===== config.mk =====
export PLATFORM = sky130hd
export DESIGN_NAME = repeater_config_mode_control
export DESIGN_NICKNAME = d
export VERILOG_FILES = /design/src/repeater_cfg_pkg.sv /design/src/repeater_config_mode_control.sv
export SDC_FILE = /design/constraint.sdc
export NUM_CORES = 1
export LEC_CHECK = 0
export BUFFER_PORTS_ARGS = -buffer_cell sky130_fd_sc_hd__buf_2
export CAP_MARGIN = 25
export CORE_MARGIN = 4
export CORE_UTILIZATION = 50
export DETAILED_ROUTE_END_ITERATION = 10
export PLACE_DENSITY = 0.8
export SETUP_SLACK_MARGIN = 0.15
export SLEW_MARGIN = 5
export SYNTH_ARGS = -nofsm -noshare
export SYNTH_HDL_FRONTEND = slang
export SYNTH_SLANG_ARGS = --single-unit
export TNS_END_PERCENT = 100

===== constraint.sdc =====
create_clock -name mclk_i -period 9.44 [get_ports mclk_i]
set_input_delay 2.36 -clock mclk_i [delete_from_list [all_inputs] [get_ports mclk_i]]
set_output_delay 2.36 -clock mclk_i [all_outputs]
set_load 0.005 [all_outputs]

===== src/repeater_cfg_pkg.sv =====
`default_nettype none
package repeater_cfg_pkg;
    // lane counts, side A lanes first, then side B
    localparam int NUM_LANES = 8;
    localparam int LANES_PER_SIDE = 4;
    // resolved four-level pin codes, in ascending voltage order
    localparam logic [1:0] LVL_0 = 2'h0;
    localparam logic [1:0] LVL_R = 2'h1;
    localparam logic [1:0] LVL_FLOAT = 2'h2;
    localparam logic [1:0] LVL_1 = 2'h3;
    // output swing codes, 0.8 V to 1.3 V in 0.1 V steps
    localparam logic [2:0] SWING_0P8 = 3'h0;
    localparam logic [2:0] SWING_0P9 = 3'h1;
    localparam logic [2:0] SWING_1P0 = 3'h2;
    localparam logic [2:0] SWING_1P1 = 3'h3;
    localparam logic [2:0] SWING_1P2 = 3'h4;
    localparam logic [2:0] SWING_1P3 = 3'h5;
    // de-emphasis codes: 0, -3.5, -6, -9 dB
    localparam logic [1:0] DEEMPH_0DB = 2'h0;
    localparam logic [1:0] DEEMPH_3P5DB = 2'h1;
    localparam logic [1:0] DEEMPH_6DB = 2'h2;
    localparam logic [1:0] DEEMPH_9DB = 2'h3;
    // idle detect threshold register codes
    localparam logic [1:0] THR_CODE_LVL0 = 2'h2;
    localparam logic [1:0] THR_CODE_LVLR = 2'h1;
    localparam logic [1:0] THR_CODE_FLOAT = 2'h0;
    localparam logic [1:0] THR_CODE_LVL1 = 2'h3;
    // configuration source, one-hot
    typedef enum logic [2:0] {
        MODE_PIN = 3'b001,
        MODE_SLAVE = 3'b010,
        MODE_MASTER = 3'b100
    } mode_e;
    // per-lane settings, also the low bits of each lane register
    typedef struct packed {
        logic term_dis;
        logic [1:0] deemph;
        logic [2:0] swing;
        logic [7:0] eq;
    } lane_cfg_s;
    // one pair of four-level selector pins
    typedef struct packed {
        logic [1:0] high;
        logic [1:0] low;
    } pin_pair_s;
    // all selector pins of both sides
    typedef struct packed {
        pin_pair_s eq_a;
        pin_pair_s eq_b;
        pin_pair_s dem_a;
        pin_pair_s dem_b;
    } pin_group_s;
    // register map, byte addresses
    localparam logic [11:0] LANE_BASE_OFS = 12'h000;
    localparam logic [11:0] CTRL_OFS = 12'h020;
    localparam logic [11:0] STATUS_OFS = 12'h024;
    // field positions
    localparam int CTRL_THR_LSB = 0;
    localparam int CTRL_OVR_BIT = 8;
    localparam int STAT_MODE_LSB = 0;
    localparam int STAT_THR_LSB = 4;
    localparam int STAT_ADDR_LSB = 8;
    localparam int STAT_READY_BIT = 12;
    // reset values
    localparam logic [13:0] LANE_CFG_RST = 14'h0200;
    localparam logic [1:0] THR_RST = 2'h0;
    // power-on settle limit
    localparam int POR_TIME_MS = 500;
    localparam int CLK_MHZ = 125;
    localparam int POR_CYCLES = POR_TIME_MS * CLK_MHZ * 1000;
endpackage
`default_nettype wire


===== src/repeater_config_mode_control.sv =====
// The register offsets and the APB interface to the registers were left to the implementer.
`default_nettype none
module repeater_config_mode_control
    import repeater_cfg_pkg::*;
#(
    parameter int POR_LIMIT = POR_CYCLES // settle count, shorten in simulation
)(
    input wire logic mclk_i, // core clock
    input wire logic rst_i, // power-on reset, async high
    input wire logic reset_pin_i, // device reset pin, high active
    input wire logic [1:0] interface_mode_strap_i, // resolved strap level
    input wire pin_group_s pins_i, // resolved eq/de-emphasis pins
    input wire logic [1:0] idle_detect_threshold_pin_i, // resolved threshold pin
    input wire logic psel_i, // apb select
    input wire logic penable_i, // apb enable
    input wire logic pwrite_i, // apb direction
    input wire logic [11:0] paddr_i, // apb byte address
    input wire logic [31:0] pwdata_i, // apb write data
    output logic [31:0] prdata_o, // apb read data
    output logic pready_o, // apb ready
    output logic pslverr_o, // apb error on unmapped access
    output lane_cfg_s [NUM_LANES-1:0] lane_cfg_o, // applied lane settings
    output logic [1:0] idle_threshold_o, // applied threshold code
    output mode_e mode_o, // current configuration source
    output logic [3:0] slave_address_o, // bus address from pins
    output logic config_ready_o // configuration applied
);

    // eq pin pair to code; upper pin most significant
    function automatic logic [7:0] eq_lut(input pin_pair_s p);
        logic [3:0] idx;
        idx = {p.high, p.low};
        unique case (idx)
            4'h0: eq_lut = 8'h00;
            4'h1: eq_lut = 8'h01;
            4'h2: eq_lut = 8'h02;
            4'h3: eq_lut = 8'h03;
            4'h4: eq_lut = 8'h07;
            4'h5: eq_lut = 8'h15;
            4'h6: eq_lut = 8'h0B;
            4'h7: eq_lut = 8'h0F;
            4'h8: eq_lut = 8'h55;
            4'h9: eq_lut = 8'h1F;
            4'hA: eq_lut = 8'h2F;
            4'hB: eq_lut = 8'h3F;
            4'hC: eq_lut = 8'hAA;
            4'hD: eq_lut = 8'h7F;
            4'hE: eq_lut = 8'hBF;
            default: eq_lut = 8'hFF;
        endcase
    endfunction

    // de-emphasis pin pair to {swing, deemph}; swing follows the level
    function automatic logic [4:0] dem_lut(input pin_pair_s p);
        logic [3:0] idx;
        idx = {p.high, p.low};
        unique case (idx)
            4'h0: dem_lut = {SWING_0P8, DEEMPH_0DB};
            4'h1: dem_lut = {SWING_0P9, DEEMPH_0DB};
            4'h2: dem_lut = {SWING_0P9, DEEMPH_3P5DB};
            4'h3: dem_lut = {SWING_1P0, DEEMPH_0DB};
            4'h4: dem_lut = {SWING_1P0, DEEMPH_3P5DB};
            4'h5: dem_lut = {SWING_1P0, DEEMPH_6DB};
            4'h6: dem_lut = {SWING_1P1, DEEMPH_0DB};
            4'h7: dem_lut = {SWING_1P1, DEEMPH_3P5DB};
            4'h8: dem_lut = {SWING_1P1, DEEMPH_6DB};
            4'h9: dem_lut = {SWING_1P2, DEEMPH_0DB};
            4'hA: dem_lut = {SWING_1P2, DEEMPH_3P5DB};
            4'hB: dem_lut = {SWING_1P2, DEEMPH_6DB};
            4'hC: dem_lut = {SWING_1P3, DEEMPH_0DB};
            4'hD: dem_lut = {SWING_1P3, DEEMPH_3P5DB};
            4'hE: dem_lut = {SWING_1P3, DEEMPH_6DB};
            default: dem_lut = {SWING_1P3, DEEMPH_9DB};
        endcase
    endfunction

    // build one pin-mode lane setting from a side's pins
    function automatic lane_cfg_s pin_lane(input pin_pair_s e, input pin_pair_s d);
        lane_cfg_s c;
        logic [4:0] sd;
        sd = dem_lut(d);
        c.term_dis = 1'b0;
        c.eq = eq_lut(e);
        c.swing = sd[4:2];
        c.deemph = sd[1:0];
        pin_lane = c;
    endfunction

    // threshold pin level to register code
    function automatic logic [1:0] thr_lut(input logic [1:0] lvl);
        unique case (lvl)
            LVL_0: thr_lut = THR_CODE_LVL0;
            LVL_R: thr_lut = THR_CODE_LVLR;
            LVL_FLOAT: thr_lut = THR_CODE_FLOAT;
            default: thr_lut = THR_CODE_LVL1;
        endcase
    endfunction

    // stored state
    lane_cfg_s [NUM_LANES-1:0] lane_q, lane_d; // per-lane registers
    logic [1:0] thr_q, thr_d; // threshold register
    logic ovr_q, ovr_d; // threshold override latched
    lane_cfg_s [NUM_LANES-1:0] out_q, out_d; // applied lane settings
    logic [1:0] athr_q, athr_d; // applied threshold
    mode_e mode_q, mode_d; // applied mode
    logic [3:0] addr_q, addr_d; // captured address pins
    logic [25:0] por_cnt_q, por_cnt_d; // settle counter
    logic ready_q, ready_d; // settle done
    logic [31:0] rdata_q, rdata_d; // read data register

    // decoded bus and mode terms
    mode_e strap_mode; // mode from the strap alone
    logic apb_setup; // setup phase
    logic apb_wr; // write taking effect
    logic lane_hit; // address in lane window
    logic [2:0] lane_idx; // addressed lane
    logic addr_ok; // mapped address
    logic cfg_clear; // force registers to defaults

    // strap decode; the R level is treated as low
    always_comb
    begin
        unique case (interface_mode_strap_i)
            LVL_1: strap_mode = MODE_SLAVE;
            LVL_FLOAT: strap_mode = MODE_MASTER;
            default: strap_mode = MODE_PIN;
        endcase
    end

    // apb address decode
    always_comb
    begin
        apb_setup = psel_i & ~penable_i;
        apb_wr = psel_i & penable_i & pwrite_i;
        lane_hit = (paddr_i[11:5] == LANE_BASE_OFS[11:5]) && (paddr_i[1:0] == 2'h0);
        lane_idx = paddr_i[4:2];
        addr_ok = lane_hit || (paddr_i == CTRL_OFS) || (paddr_i == STATUS_OFS);
        // strap low always clears; the reset pin clears unless strap high
        cfg_clear = (strap_mode == MODE_PIN)
            || (reset_pin_i && (strap_mode != MODE_SLAVE));
    end

    // register bank next values
    always_comb
    begin
        lane_d = lane_q;
        thr_d = thr_q;
        ovr_d = ovr_q;
        if (cfg_clear)
        begin
            // defaults, override forgotten until next write
            for (int i = 0; i < NUM_LANES; i++)
            begin
                lane_d[i] = lane_cfg_s'(LANE_CFG_RST);
            end
            thr_d = THR_RST;
            ovr_d = 1'b0;
        end
        else if (apb_wr && lane_hit)
        begin
            // each lane has its own full setting, 8-bit eq
            lane_d[lane_idx] = lane_cfg_s'(pwdata_i[13:0]);
        end
        else if (apb_wr && (paddr_i == CTRL_OFS))
        begin
            thr_d = pwdata_i[CTRL_THR_LSB+:2];
            // once set, stays set until a register clear: strap low, or the reset pin unless strap high
            ovr_d = ovr_q | pwdata_i[CTRL_OVR_BIT];
        end
    end

    // applied settings next values
    always_comb
    begin
        out_d = lane_q;
        athr_d = thr_q;
        addr_d = addr_q;
        mode_d = strap_mode;
        if (strap_mode == MODE_PIN)
        begin
            // live decode, follows pin changes every cycle
            for (int i = 0; i < LANES_PER_SIDE; i++)
            begin
                out_d[i] = pin_lane(pins_i.eq_a, pins_i.dem_a);
                out_d[i+LANES_PER_SIDE] = pin_lane(pins_i.eq_b, pins_i.dem_b);
            end
            athr_d = thr_lut(idle_detect_threshold_pin_i);
        end
        else
        begin
            // registers drive lanes straight away
            out_d = lane_q;
            // threshold pin keeps control until overridden
            athr_d = ovr_q ? thr_q : thr_lut(idle_detect_threshold_pin_i);
            // low pin of each selector pair read as an address bit, upper bit of its level
            addr_d = {pins_i.dem_b.low[1], pins_i.dem_a.low[1],
                      pins_i.eq_b.low[1], pins_i.eq_a.low[1]};
        end
    end

    // power-on settle counter
    always_comb
    begin
        por_cnt_d = por_cnt_q;
        ready_d = ready_q;
        if (!ready_q)
        begin
            if (por_cnt_q == 26'(POR_LIMIT - 1))
            begin
                ready_d = 1'b1;
            end
            else
            begin
                por_cnt_d = por_cnt_q + 26'h000_0001;
            end
        end
    end

    // read data captured in the setup phase
    always_comb
    begin
        rdata_d = rdata_q;
        if (apb_setup)
        begin
            rdata_d = 32'h0000_0000;
            if (lane_hit)
            begin
                rdata_d[13:0] = lane_q[lane_idx];
            end
            else if (paddr_i == CTRL_OFS)
            begin
                rdata_d[CTRL_THR_LSB+:2] = thr_q;
                rdata_d[CTRL_OVR_BIT] = ovr_q;
            end
            else if (paddr_i == STATUS_OFS)
            begin
                rdata_d[STAT_MODE_LSB+:3] = mode_q;
                rdata_d[STAT_THR_LSB+:2] = athr_q;
                rdata_d[STAT_ADDR_LSB+:4] = addr_q;
                rdata_d[STAT_READY_BIT] = ready_q;
            end
        end
    end

    // register bank flops
    always_ff @(posedge mclk_i or posedge rst_i)
    begin
        if (rst_i)
        begin
            lane_q <= {NUM_LANES{lane_cfg_s'(LANE_CFG_RST)}};
            thr_q <= THR_RST;
            ovr_q <= 1'b0;
        end
        else
        begin
            lane_q <= lane_d;
            thr_q <= thr_d;
            ovr_q <= ovr_d;
        end
    end

    // applied settings flops
    always_ff @(posedge mclk_i or posedge rst_i)
    begin
        if (rst_i)
        begin
            out_q <= {NUM_LANES{lane_cfg_s'(LANE_CFG_RST)}};
            athr_q <= THR_RST;
            mode_q <= MODE_PIN;
            addr_q <= 4'h0;
        end
        else
        begin
            out_q <= out_d;
            athr_q <= athr_d;
            mode_q <= mode_d;
            addr_q <= addr_d;
        end
    end

    // settle counter flops
    always_ff @(posedge mclk_i or posedge rst_i)
    begin
        if (rst_i)
        begin
            por_cnt_q <= 26'h000_0000;
            ready_q <= 1'b0;
        end
        else
        begin
            por_cnt_q <= por_cnt_d;
            ready_q <= ready_d;
        end
    end

    // read data flop
    always_ff @(posedge mclk_i or posedge rst_i)
    begin
        if (rst_i)
        begin
            rdata_q <= 32'h0000_0000;
        end
        else
        begin
            rdata_q <= rdata_d;
        end
    end

    // outputs; bus answers with no wait state
    assign prdata_o = rdata_q;
    assign pready_o = 1'b1;
    assign pslverr_o = psel_i & penable_i & ~addr_ok;
    assign lane_cfg_o = out_q;
    assign idle_threshold_o = athr_q;
    assign mode_o = mode_q;
    assign slave_address_o = addr_q;
    assign config_ready_o = ready_q;

endmodule
`default_nettype wire


==> impl_results.html, run 1 <==
<table>
<tr><th>Metric</th><th>Value</th></tr>
<tr><th colspan="2">Yosys</th></tr>
<tr><td>Fraction of registers with async set/reset</td><td>100%</td></tr>
<tr><td>Number of distinct standard cells referenced by the synthesized netlist</td><td>52</td></tr>
<tr><td>Most frequently used flop master after synthesis</td><td>sky130_fd_sc_hd__dfrtp_1</td></tr>
<tr><td>Warning count from the yosys run</td><td>0</td></tr>
<tr><td>Number of instances in the synthesized netlist</td><td>1156</td></tr>
<tr><td>#FFs+latches synth</td><td>between 200 and 300</td></tr>
<tr><td>Average size of a mapped cell</td><td>approximately 11 um^2</td></tr>
<tr><td>Mapped Area</td><td>0.0123 mm^2</td></tr>
<tr><td>Proportion of synthesized chip area in sequential cells</td><td>56.7%</td></tr>
<tr><td>Number of flops mapped to enable cells by yosys</td><td>0</td></tr>
<tr><th colspan="2">Route</th></tr>
<tr><td>Total DRC errors in the routed layout</td><td>0</td></tr>
<tr><td>Count of TritonRoute iterations in the first routing pass</td><td>5</td></tr>
<tr><td>Sum of routed wire length over all layers</td><td>32.9 mm</td></tr>
<tr><td>Average wire per cell in the routed design</td><td>~20 um</td></tr>
<tr><td>Vias after detailed routing</td><td>9280</td></tr>
<tr><td>Per-cell via count in the routed design</td><td>between 5 and 6</td></tr>
<tr><td>Remaining antenna violation count</td><td>0</td></tr>
<tr><td>First-iteration detailed-routing DRC count</td><td>about 970</td></tr>
<tr><th colspan="2">Worst setup path</th></tr>
<tr><td>Worst path top cell family by delay</td><td>buffers and inverters</td></tr>
<tr><td>Kind of capture point of the worst setup path</td><td>output pin</td></tr>
<tr><td>Start-to-end type of the worst setup path</td><td>input port to output pin</td></tr>
<tr><td>Crit path required time</td><td>7080 ps</td></tr>
<tr><td>R2r worst-path depth</td><td>5</td></tr>
<tr><td>Capture instance of the worst register-to-register path</td><td>por_cnt_q[11]$_DFFE_PP0P_</td></tr>
<tr><td>CP most frequent cell</td><td>sky130_fd_sc_hd__buf_2</td></tr>
<tr><td>Worst path buffer plus inverter count</td><td>2</td></tr>
<tr><td>Critical-path maximum fanout</td><td>35</td></tr>
<tr><td>Type of element launching the critical path</td><td>input port</td></tr>
<tr><td>FF-to-FF setup slack</td><td>7360 ps</td></tr>
<tr><td>Reg-to-reg startpoint</td><td>por_cnt_q[12]$_DFFE_PP0P_</td></tr>
<tr><td>Sequence of cells on the critical path</td><td>buf_2 -&gt; or2_2 -&gt; a21oi_1 -&gt; nor2b_1 -&gt; buf_2</td></tr>
<tr><td>Data arrival at the endpoint of the critical path</td><td>3740 ps</td></tr>
<tr><td>Slowest cell on the critical path</td><td>sky130_fd_sc_hd__buf_2</td></tr>
<tr><td>Critical Path Max Stage Delay</td><td>750 ps</td></tr>
<tr><th colspan="2">Worst hold path</th></tr>
<tr><td>Cells on Worst Hold Path</td><td>1</td></tr>
<tr><td>Hold path startpoint</td><td>por_cnt_q[25]$_DFFE_PP0P_</td></tr>
<tr><td>Type of the worst min-delay path</td><td>register to register</td></tr>
<tr><td>End point of the most critical hold path</td><td>por_cnt_q[25]$_DFFE_PP0P_</td></tr>
<tr><th colspan="2">Clock network</th></tr>
<tr><td>Number of clock buffers inserted by TritonCTS</td><td>28</td></tr>
<tr><td>Longest Clk Path Bufs</td><td>3</td></tr>
<tr><td>Hold Buf Count CTS</td><td>0</td></tr>
<tr><td>Depth of the CTS H-tree</td><td>1</td></tr>
<tr><td>Cts repair resizes</td><td>0</td></tr>
<tr><td>Clk Latency, worst-skew pair</td><td>about 540 ps</td></tr>
<tr><td>CTS tree</td><td>done</td></tr>
<tr><td>Root Buffer Master</td><td>sky130_fd_sc_hd__clkbuf_16</td></tr>
<tr><td>Number of buffers added for setup after CTS</td><td>0</td></tr>
<tr><td>Clock sinks</td><td>about 280</td></tr>
<tr><td>CTS clock-pin slew for the worst setup and hold paths</td><td>60 ps</td></tr>
<tr><th colspan="2">STA</th></tr>
<tr><td>Achievable Freq</td><td>0.164 GHz</td></tr>
<tr><td>Time the final worst path needs with I/O delays and setup</td><td>between 6000 and 7000 ps</td></tr>
<tr><td>Setup repair after global routing missed its margin</td><td>no</td></tr>
<tr><td>Final hold violation count</td><td>0</td></tr>
<tr><td>Remaining max-slew budget at the tightest pin</td><td>24.3%</td></tr>
<tr><td>Pin slew with the least headroom to its limit</td><td>1140 ps</td></tr>
<tr><td>Sum of negative setup slack</td><td>0 ps</td></tr>
<tr><td>Setup ws final</td><td>3340 ps</td></tr>
<tr><td>Final slew viol count</td><td>0</td></tr>
<tr><td>Worst clock skew on the final layout</td><td>10.4 ps</td></tr>
<tr><td>Period Utilization, post-route</td><td>between 60% and 70%</td></tr>
<tr><td>Final Setup Violations</td><td>0</td></tr>
<tr><th colspan="2">Pwr</th></tr>
<tr><td>Highest ir drop seen on vdd</td><td>0.000153 V</td></tr>
<tr><td>Ratio of total power to cell area</td><td>178 mW/mm^2</td></tr>
<tr><td>Leakage power</td><td>slightly above 0.007 uW</td></tr>
<tr><th colspan="2">Global route</th></tr>
<tr><td>Gr usage total</td><td>24.4%</td></tr>
<tr><td>Number of global-route vias before repair</td><td>9404</td></tr>
<tr><td>Total overflow reported by the global router</td><td>0</td></tr>
<tr><td>Maximum number of pins on one net before global-route repair</td><td>a little over 200</td></tr>
<tr><td>Initial antenna violation count</td><td>3</td></tr>
<tr><td>Global-route wire length before repair</td><td>51.7 mm</td></tr>
<tr><th colspan="2">Placement</th></tr>
<tr><td>Worst setup slack before clock tree synthesis</td><td>3410 ps</td></tr>
<tr><td>RePlAce Congestion</td><td>0.840</td></tr>
<tr><td>Post-detailed-placement half-perimeter wirelength</td><td>21.7 mm</td></tr>
<tr><td>Number of port buffers</td><td>188</td></tr>
<tr><th colspan="2">Layout</th></tr>
<tr><td>Most used cells in the layout excluding fill and tap cells</td><td>sky130_fd_sc_hd__nand2_1, sky130_fd_sc_hd__dfrtp_1, sky130_fd_sc_hd__buf_2, sky130_fd_sc_hd__a21oi_1, sky130_fd_sc_hd__a21o_1</td></tr>
<tr><td>Share of final-layout standard cells stronger than drive strength 1</td><td>a little under a quarter</td></tr>
<tr><td>Most common library cell in the layout ignoring fill and taps</td><td>sky130_fd_sc_hd__nand2_1</td></tr>
<tr><td>Net total in the final layout</td><td>1377</td></tr>
<tr><td>Area Overhead vs Synth</td><td>15.9%</td></tr>
<tr><td>Final core occ</td><td>between 50% and 60%</td></tr>
<tr><th colspan="2">Floorplan</th></tr>
<tr><td>Die Y</td><td>165 um</td></tr>
<tr><td>Standard cell core area</td><td>0.0242 mm^2</td></tr>
<tr><td>Width of the die</td><td>165 um</td></tr>
<tr><td>DIE AREA</td><td>0.0271 mm^2</td></tr>
<tr><td>Number of placed I/O pins</td><td>226</td></tr>
<tr><td>Row cnt</td><td>57</td></tr>
<tr><td>Initial cell density of the core</td><td>between 50% and 60%</td></tr>
<tr><th colspan="2">Run</th></tr>
<tr><td>Max-cap violations</td><td>0</td></tr>
<tr><th colspan="2">Run status</th></tr>
<tr><td>Outcome</td><td>finished clean</td></tr>
</table>
## per-layer routing
layer	global-route usage [%]	part of all wire (%)	vias up
li1	-	-	4171
met1	33.1	39	4630
met2	40.9	50	419
met3	3.92	8.0	56
met4	6.84	2.5	4
met5	0	0.064	-
## area by class of cell
cell class	count	area, um^2
sequential	277	6950
timing repair buffer	197	1040
clock inverter	12	119
tap	324	405
multi-input combinational	776	4820
clock buffer	40	817
fill	1988	10000
antenna	1	2.50
inverter	16	63.8
## worst max path at each step
| stage | cells past startpoint | startpoint | to | slack (ps) |
|---|---|---|---|---|
| after floorplan | 1 | rst_i | config_ready_o$_DFF_PP0_ | 3430 |
| after global routing | 5 | paddr_i[3] | pslverr_o | 3330 |
| after global placement | 5 | paddr_i[3] | pslverr_o | 3400 |
| final | 5 | paddr_i[3] | pslverr_o | 3340 |
| after detailed placement | 5 | paddr_i[3] | pslverr_o | 3410 |
| after CTS | 5 | paddr_i[3] | pslverr_o | 3410 |
## metrics by stage
step                      instance area, um^2  std cells  total power (uW)  hold WS, ps
after CTS                               14200       1641              2550          468
after global placement                  13300       1588              1440          455
after floorplan                         12300       1173              1370          438
after global routing                    14200       1643              2630          486
after detailed placement                13300       1589              1440          461
final                                   14200       1643              2530          469
## state kept, by name, indices dropped and copies added, names as in the netlist
signal and cells:
slave_address_o 4, config_ready_o 1, por_cnt_q 26, lane_cfg_o 112, mode_o 3, thr_q 2
ovr_q 1, idle_threshold_o 2, prdata_o 14, lane_q 112
## synth_stat cells, types with 3 or more instances
library cell	number	share of area (%)
sky130_fd_sc_hd__nand2_1	281	8.6
sky130_fd_sc_hd__dfrtp_1	260	53
sky130_fd_sc_hd__a21oi_1	128	5.2
sky130_fd_sc_hd__a21o_1	89	5.4
sky130_fd_sc_hd__clkbuf_1	53	1.6
sky130_fd_sc_hd__nor2_1	33	1.0
sky130_fd_sc_hd__mux4_2	28	5.1
sky130_fd_sc_hd__mux2i_1	26	2.1
sky130_fd_sc_hd__buf_4	25	1.5
sky130_fd_sc_hd__buf_2	22	0.90
sky130_fd_sc_hd__dfstp_2	17	3.6
sky130_fd_sc_hd__o21ai_0	17	0.69
sky130_fd_sc_hd__inv_1	16	0.49
sky130_fd_sc_hd__xnor2_1	15	1.1
sky130_fd_sc_hd__nand3_1	13	0.53
sky130_fd_sc_hd__nor3_1	12	0.49
sky130_fd_sc_hd__ha_1	11	1.1
sky130_fd_sc_hd__nand4_1	11	0.56
sky130_fd_sc_hd__xor2_1	10	0.71
sky130_fd_sc_hd__and2_1	9	0.46
sky130_fd_sc_hd__a22oi_1	7	0.43
sky130_fd_sc_hd__mux2_2	7	0.64
sky130_fd_sc_hd__and4_1	6	0.43
sky130_fd_sc_hd__and3_1	4	0.20
sky130_fd_sc_hd__nand2b_1	4	0.20
sky130_fd_sc_hd__nor2b_1	4	0.20
sky130_fd_sc_hd__nor4_2	4	0.41
sky130_fd_sc_hd__or3_1	4	0.20
sky130_fd_sc_hd__o221ai_1	3	0.21
sky130_fd_sc_hd__or4_1	3	0.18
## cells by family (layout without fill, tap and decap cells)
kind of cell / count (synthesis) / in the layout / synth area share, %
multiplexers: 62 / 62 / 7.99
flip-flops: 277 / 277 / 56.7
XOR/XNOR: 25 / 25 / 1.78
adder cells (fa/ha/maj): 11 / 11 / 1.12
buffers and inverters: 120 / 265 / 4.78
AND/OR/NAND/NOR: 403 / 403 / 14.8
AO/OA/AOI/OAI: 256 / 256 / 12.8
other: 2 / 20 / 0.0612
## power breakdown
part	switching (uW)	leakage [uW]	internal, uW	total (uW)
clock network	458	0.000460	657	1110
logic	124	0.00305	64.9	189
registers	11.7	0.00369	1220	1230
total	593	0.00720	1940	2530
No activity file was read; power rests on OpenSTA's default activity.
==> inputs of run 2 (changes only) <==
--- a/config.mk
+++ b/config.mk
@@ -5,12 +5,13 @@
 export SDC_FILE = /design/constraint.sdc
 export NUM_CORES = 1
 export LEC_CHECK = 0
+export ABC_AREA = 1
 export BUFFER_PORTS_ARGS = -buffer_cell sky130_fd_sc_hd__buf_2
 export CAP_MARGIN = 25
 export CORE_MARGIN = 4
-export CORE_UTILIZATION = 50
+export CORE_UTILIZATION = 51
 export DETAILED_ROUTE_END_ITERATION = 10
-export PLACE_DENSITY = 0.8
+export PLACE_DENSITY = 0.81
 export SETUP_SLACK_MARGIN = 0.15
 export SLEW_MARGIN = 5
 export SYNTH_ARGS = -nofsm -noshare
==> constraint.sdc (replaced) <==
create_clock -name mclk_i -period 5.09 [get_ports mclk_i]
set_input_delay 1.2725 -clock mclk_i [delete_from_list [all_inputs] [get_ports mclk_i]]
set_output_delay 1.2725 -clock mclk_i [all_outputs]
set_load 0.005 [all_outputs]
==> impl_results.html, run 2 <==
<table>
<tr><th>Metric</th><th>Value</th></tr>
<tr><th colspan="2">Run status</th></tr>
<tr><td>Outcome</td><td>finished clean</td></tr>
<tr><th colspan="2">Yosys</th></tr>
<tr><td>Fraction of synthesized cell area in xor and xnor cells</td><td>under 10%</td></tr>
<tr><td>Number of flops mapped to enable cells by yosys</td><td>0</td></tr>
<tr><td>Fraction of synthesized area in multiplexers</td><td>0.0884%</td></tr>
<tr><td>Most instantiated library cell after synthesis</td><td>sky130_fd_sc_hd__nand2_1</td></tr>
<tr><td>Area share of the leading cell type in the synthesized netlist</td><td>51.1%</td></tr>
<tr><td>Fraction of registers with async set/reset</td><td>100%</td></tr>
<tr><td>Leading cell types by count after synthesis</td><td>sky130_fd_sc_hd__nand2_1, sky130_fd_sc_hd__dfrtp_1, sky130_fd_sc_hd__nand3_1</td></tr>
<tr><td>Basic-gate share of the synthesized area counting and, or, nand and nor cells</td><td>26.0%</td></tr>
<tr><td>Largest family of logic cells by synthesized area</td><td>simple AND/OR/NAND/NOR gates</td></tr>
<tr><td>Most frequently used flop master after synthesis</td><td>sky130_fd_sc_hd__dfrtp_1</td></tr>
<tr><td>Number of distinct standard cells referenced by the synthesized netlist</td><td>37</td></tr>
<tr><td>Number of instances in the synthesized netlist</td><td>1538</td></tr>
<tr><td>Cell accounting for the most synthesized area</td><td>sky130_fd_sc_hd__dfrtp_1</td></tr>
<tr><td>Leading post-synthesis cells by cell area</td><td>sky130_fd_sc_hd__dfrtp_1, sky130_fd_sc_hd__nand2_1, sky130_fd_sc_hd__nand3_1</td></tr>
<tr><td>Compound-Gate Fraction of Synth Area</td><td>between 9 and 10%</td></tr>
<tr><td>Warning count from the yosys run</td><td>0</td></tr>
<tr><td>#FFs+latches synth</td><td>277</td></tr>
<tr><td>Mapped Area</td><td>roughly 0.013 mm^2</td></tr>
<tr><td>Proportion of synthesized chip area in sequential cells</td><td>54.6%</td></tr>
<tr><td>Post-synthesis share of cell area spent on full adders, half adders and majority gates</td><td>under 10%</td></tr>
<tr><td>Average size of a mapped cell</td><td>slightly above 8 um^2</td></tr>
<tr><th colspan="2">Route</th></tr>
<tr><td>Average wire per cell in the routed design</td><td>18.3 um</td></tr>
<tr><td>First-iteration detailed-routing DRC count</td><td>around 1400</td></tr>
<tr><td>Count of TritonRoute iterations in the first routing pass</td><td>5</td></tr>
<tr><td>Vias after detailed routing</td><td>11363</td></tr>
<tr><td>Total DRC errors in the routed layout</td><td>0</td></tr>
<tr><td>Remaining antenna violation count</td><td>0</td></tr>
<tr><td>Per-cell via count in the routed design</td><td>roughly 5.5</td></tr>
<tr><td>Sum of routed wire length over all layers</td><td>37.5 mm</td></tr>
<tr><th colspan="2">Pwr</th></tr>
<tr><td>Net Sw Frac</td><td>24.7%</td></tr>
<tr><td>Part of the power in registers</td><td>45.7%</td></tr>
<tr><td>Leakage power</td><td>0.00770 uW</td></tr>
<tr><td>Highest ir drop seen on vdd</td><td>0.000283 V</td></tr>
<tr><td>Combinational group share of total power</td><td>8.1%</td></tr>
<tr><td>Ratio of total power to cell area</td><td>337 mW/mm^2</td></tr>
<tr><td>Internal power of the cells</td><td>3790 uW</td></tr>
<tr><td>Relative contribution of the clock network to total power</td><td>46.3%</td></tr>
<tr><td>Net Switching</td><td>approximately 1200 uW</td></tr>
<tr><th colspan="2">Global route</th></tr>
<tr><td>Maximum number of pins on one net before global-route repair</td><td>between 150 and 200</td></tr>
<tr><td>Global-route wire length before repair</td><td>59.7 mm</td></tr>
<tr><td>Total overflow reported by the global router</td><td>0</td></tr>
<tr><td>Gr usage total</td><td>26.7%</td></tr>
<tr><td>Number of global-route vias before repair</td><td>11061</td></tr>
<tr><td>Initial antenna violation count</td><td>3</td></tr>
<tr><th colspan="2">Clock network</th></tr>
<tr><td>CTS tree</td><td>done</td></tr>
<tr><td>Hold Buf Count CTS</td><td>0</td></tr>
<tr><td>Root Buffer Master</td><td>sky130_fd_sc_hd__clkbuf_16</td></tr>
<tr><td>Number of buffers added for setup after CTS</td><td>0</td></tr>
<tr><td>Clk Latency, worst-skew pair</td><td>570 ps</td></tr>
<tr><td>Cts repair resizes</td><td>0</td></tr>
<tr><td>Number of clock buffers inserted by TritonCTS</td><td>29</td></tr>
<tr><td>Clock sinks</td><td>277</td></tr>
<tr><td>Depth of the CTS H-tree</td><td>1</td></tr>
<tr><td>CTS clock-pin slew for the worst setup and hold paths</td><td>60 ps</td></tr>
<tr><td>Longest Clk Path Bufs</td><td>3</td></tr>
<tr><th colspan="2">Layout</th></tr>
<tr><td>Non-filler cells, final</td><td>~2100</td></tr>
<tr><td>Net total in the final layout</td><td>between 1500 and 2000</td></tr>
<tr><td>Area Overhead vs Synth</td><td>17.4%</td></tr>
<tr><td>Share of final-layout standard cells stronger than drive strength 1</td><td>~17%</td></tr>
<tr><td>Most common library cell in the layout ignoring fill and taps</td><td>sky130_fd_sc_hd__nand2_1</td></tr>
<tr><td>Most used cells in the layout excluding fill and tap cells</td><td>sky130_fd_sc_hd__nand2_1, sky130_fd_sc_hd__dfrtp_1, sky130_fd_sc_hd__buf_2, sky130_fd_sc_hd__nand3_1, sky130_fd_sc_hd__inv_1</td></tr>
<tr><td>Final core occ</td><td>61.1%</td></tr>
<tr><th colspan="2">Worst setup path</th></tr>
<tr><td>R2r worst-path depth</td><td>7</td></tr>
<tr><td>Kind of capture point of the worst setup path</td><td>output pin</td></tr>
<tr><td>Start-to-end type of the worst setup path</td><td>input port to output pin</td></tr>
<tr><td>Capture instance of the worst register-to-register path</td><td>por_cnt_q[25]$_DFFE_PP0P_</td></tr>
<tr><td>Critical Path Max Stage Delay</td><td>430 ps</td></tr>
<tr><td>FF-to-FF setup slack</td><td>approximately 2800 ps</td></tr>
<tr><td>Reg-to-reg startpoint</td><td>por_cnt_q[0]$_DFFE_PP0P_</td></tr>
<tr><td>Critical-path maximum fanout</td><td>21</td></tr>
<tr><td>Type of element launching the critical path</td><td>input port</td></tr>
<tr><td>Data arrival at the endpoint of the critical path</td><td>2540 ps</td></tr>
<tr><td>Sequence of cells on the critical path</td><td>buf_2 -&gt; nor2_1 -&gt; nand2_1 -&gt; nor2_1 -&gt; nand2_1 -&gt; nand4_1 -&gt; a21oi_1 -&gt; buf_2</td></tr>
<tr><td>Slowest cell on the critical path</td><td>sky130_fd_sc_hd__buf_2</td></tr>
<tr><td>Crit path required time</td><td>3820 ps</td></tr>
<tr><th colspan="2">Floorplan</th></tr>
<tr><td>Width of the die</td><td>between 150 and 200 um</td></tr>
<tr><td>Die Y</td><td>166 um</td></tr>
<tr><td>Standard cell core area</td><td>0.0245 mm^2</td></tr>
<tr><td>Initial cell density of the core</td><td>52.1%</td></tr>
<tr><td>DIE AREA</td><td>0.0276 mm^2</td></tr>
<tr><td>Row cnt</td><td>57</td></tr>
<tr><td>Number of placed I/O pins</td><td>226</td></tr>
<tr><th colspan="2">Worst hold path</th></tr>
<tr><td>Type of the worst min-delay path</td><td>register to register</td></tr>
<tr><td>Hold path startpoint</td><td>lane_q[107]$_DFFE_PP1P_</td></tr>
<tr><td>End point of the most critical hold path</td><td>lane_q[107]$_DFFE_PP1P_</td></tr>
<tr><td>Cells on Worst Hold Path</td><td>2</td></tr>
<tr><th colspan="2">Run</th></tr>
<tr><td>Max-cap violations</td><td>0</td></tr>
<tr><th colspan="2">STA</th></tr>
<tr><td>Pin slew with the least headroom to its limit</td><td>roughly 920 ps</td></tr>
<tr><td>Time the final worst path needs with I/O delays and setup</td><td>3810 ps</td></tr>
<tr><td>Final hold violation count</td><td>0</td></tr>
<tr><td>Final Setup Violations</td><td>0</td></tr>
<tr><td>Achievable Freq</td><td>between 0.2 and 0.3 GHz</td></tr>
<tr><td>Worst clock skew on the final layout</td><td>around 23 ps</td></tr>
<tr><td>Setup repair after global routing missed its margin</td><td>no</td></tr>
<tr><td>Final slew viol count</td><td>0</td></tr>
<tr><td>Period Utilization, post-route</td><td>74.9%</td></tr>
<tr><td>Sum of negative setup slack</td><td>0 ps</td></tr>
<tr><td>Remaining max-slew budget at the tightest pin</td><td>38.4%</td></tr>
<tr><th colspan="2">Placement</th></tr>
<tr><td>Number of port buffers</td><td>188</td></tr>
<tr><td>Post-Place Cells</td><td>about 2000</td></tr>
<tr><td>RePlAce Congestion</td><td>approximately 0.94</td></tr>
<tr><td>Post-detailed-placement half-perimeter wirelength</td><td>25.7 mm</td></tr>
</table>
run 2: cell count changes after synthesis, sizes merged, moves of 26 or more:
| cell | before | now |
|---|---|---|
| a21oi | 128 | 20 |
| nand3 | 13 | 184 |
| o21ai | 17 | 193 |
| inv | 16 | 123 |
| nor2 | 33 | 85 |
| a21o | 89 | 0 |
| mux4 | 28 | 0 |
| mux2i | 26 | 0 |
| nand2 | 281 | 496 |
run 2: per-stage QoR:
step / total power, uW / instance area [um^2] / hold slack (ps) / worst slack [ps]
floorplan: 2550 / 12800 / 453 / 166
CTS: 5040 / 14900 / 488 / 1330
global route: 5210 / 15000 / 493 / 1150
finish: 5030 / 15000 / 484 / 1280
detailed placement: 2740 / 13900 / 474 / 1310
global placement: 2730 / 13800 / 473 / 1360
run 2: kinds of logic after synthesis:
logic type | Yosys count
compound gates | 237
mux | 1
simple gates | 784
fa+ha+maj | 11
flops | 277
other cells | 2
xor+xnor | 15
buf+inv | 211
run 2: power groups by stage:
stage | sequential [uW] | clock, uW | combinational, uW
global route | 2300 | 2460 | 446
finish | 2300 | 2330 | 407
CTS | 2300 | 2340 | 401
detailed placement | 2340 | 0 | 398
floorplan | 2340 | 0 | 211
global placement | 2340 | 0 | 388
run 2: critical path: cells and delay by family:
family | cells | cell delay (ps)
compound gates | 1 | 210
simple gates | 5 | 440
buf+inv | 2 | 600
run 2: routing by layer:
metal  track usage [%]  up-vias  routed length, um  part of all wire (%)
met4              9.79        2               1210                   3.2
met5                 0        -                 16                 0.043
met1              37.9     5315              15100                    40
li1                  -     5280                  -                     -
met3              6.00       85               4410                    12
met2              40.6      681              16800                    45
run 2: layout make-up:
cell class | count | area, um^2
diodes | 2 | 5.00
clock buffers | 33 | 771
clock inverters | 20 | 289
fillers | 2019 | 9510
inverters | 125 | 473
multi-input cells | 1067 | 4930
flip-flops and latches | 277 | 6950
well taps | 324 | 405
repair buffers | 207 | 1130
run 2: worst max path at each step:
| stage | start | endpoint | slack (ps) |
|---|---|---|---|
| final | paddr_i[4] | pslverr_o | 1280 |
| after CTS | paddr_i[4] | pslverr_o | 1330 |
| after global placement | paddr_i[4] | pslverr_o | 1360 |
| after floorplan | rst_i | config_ready_o$_DFF_PP0_ | 170 |
| after detailed placement | paddr_i[4] | pslverr_o | 1310 |
| after global routing | paddr_i[4] | pslverr_o | 1150 |
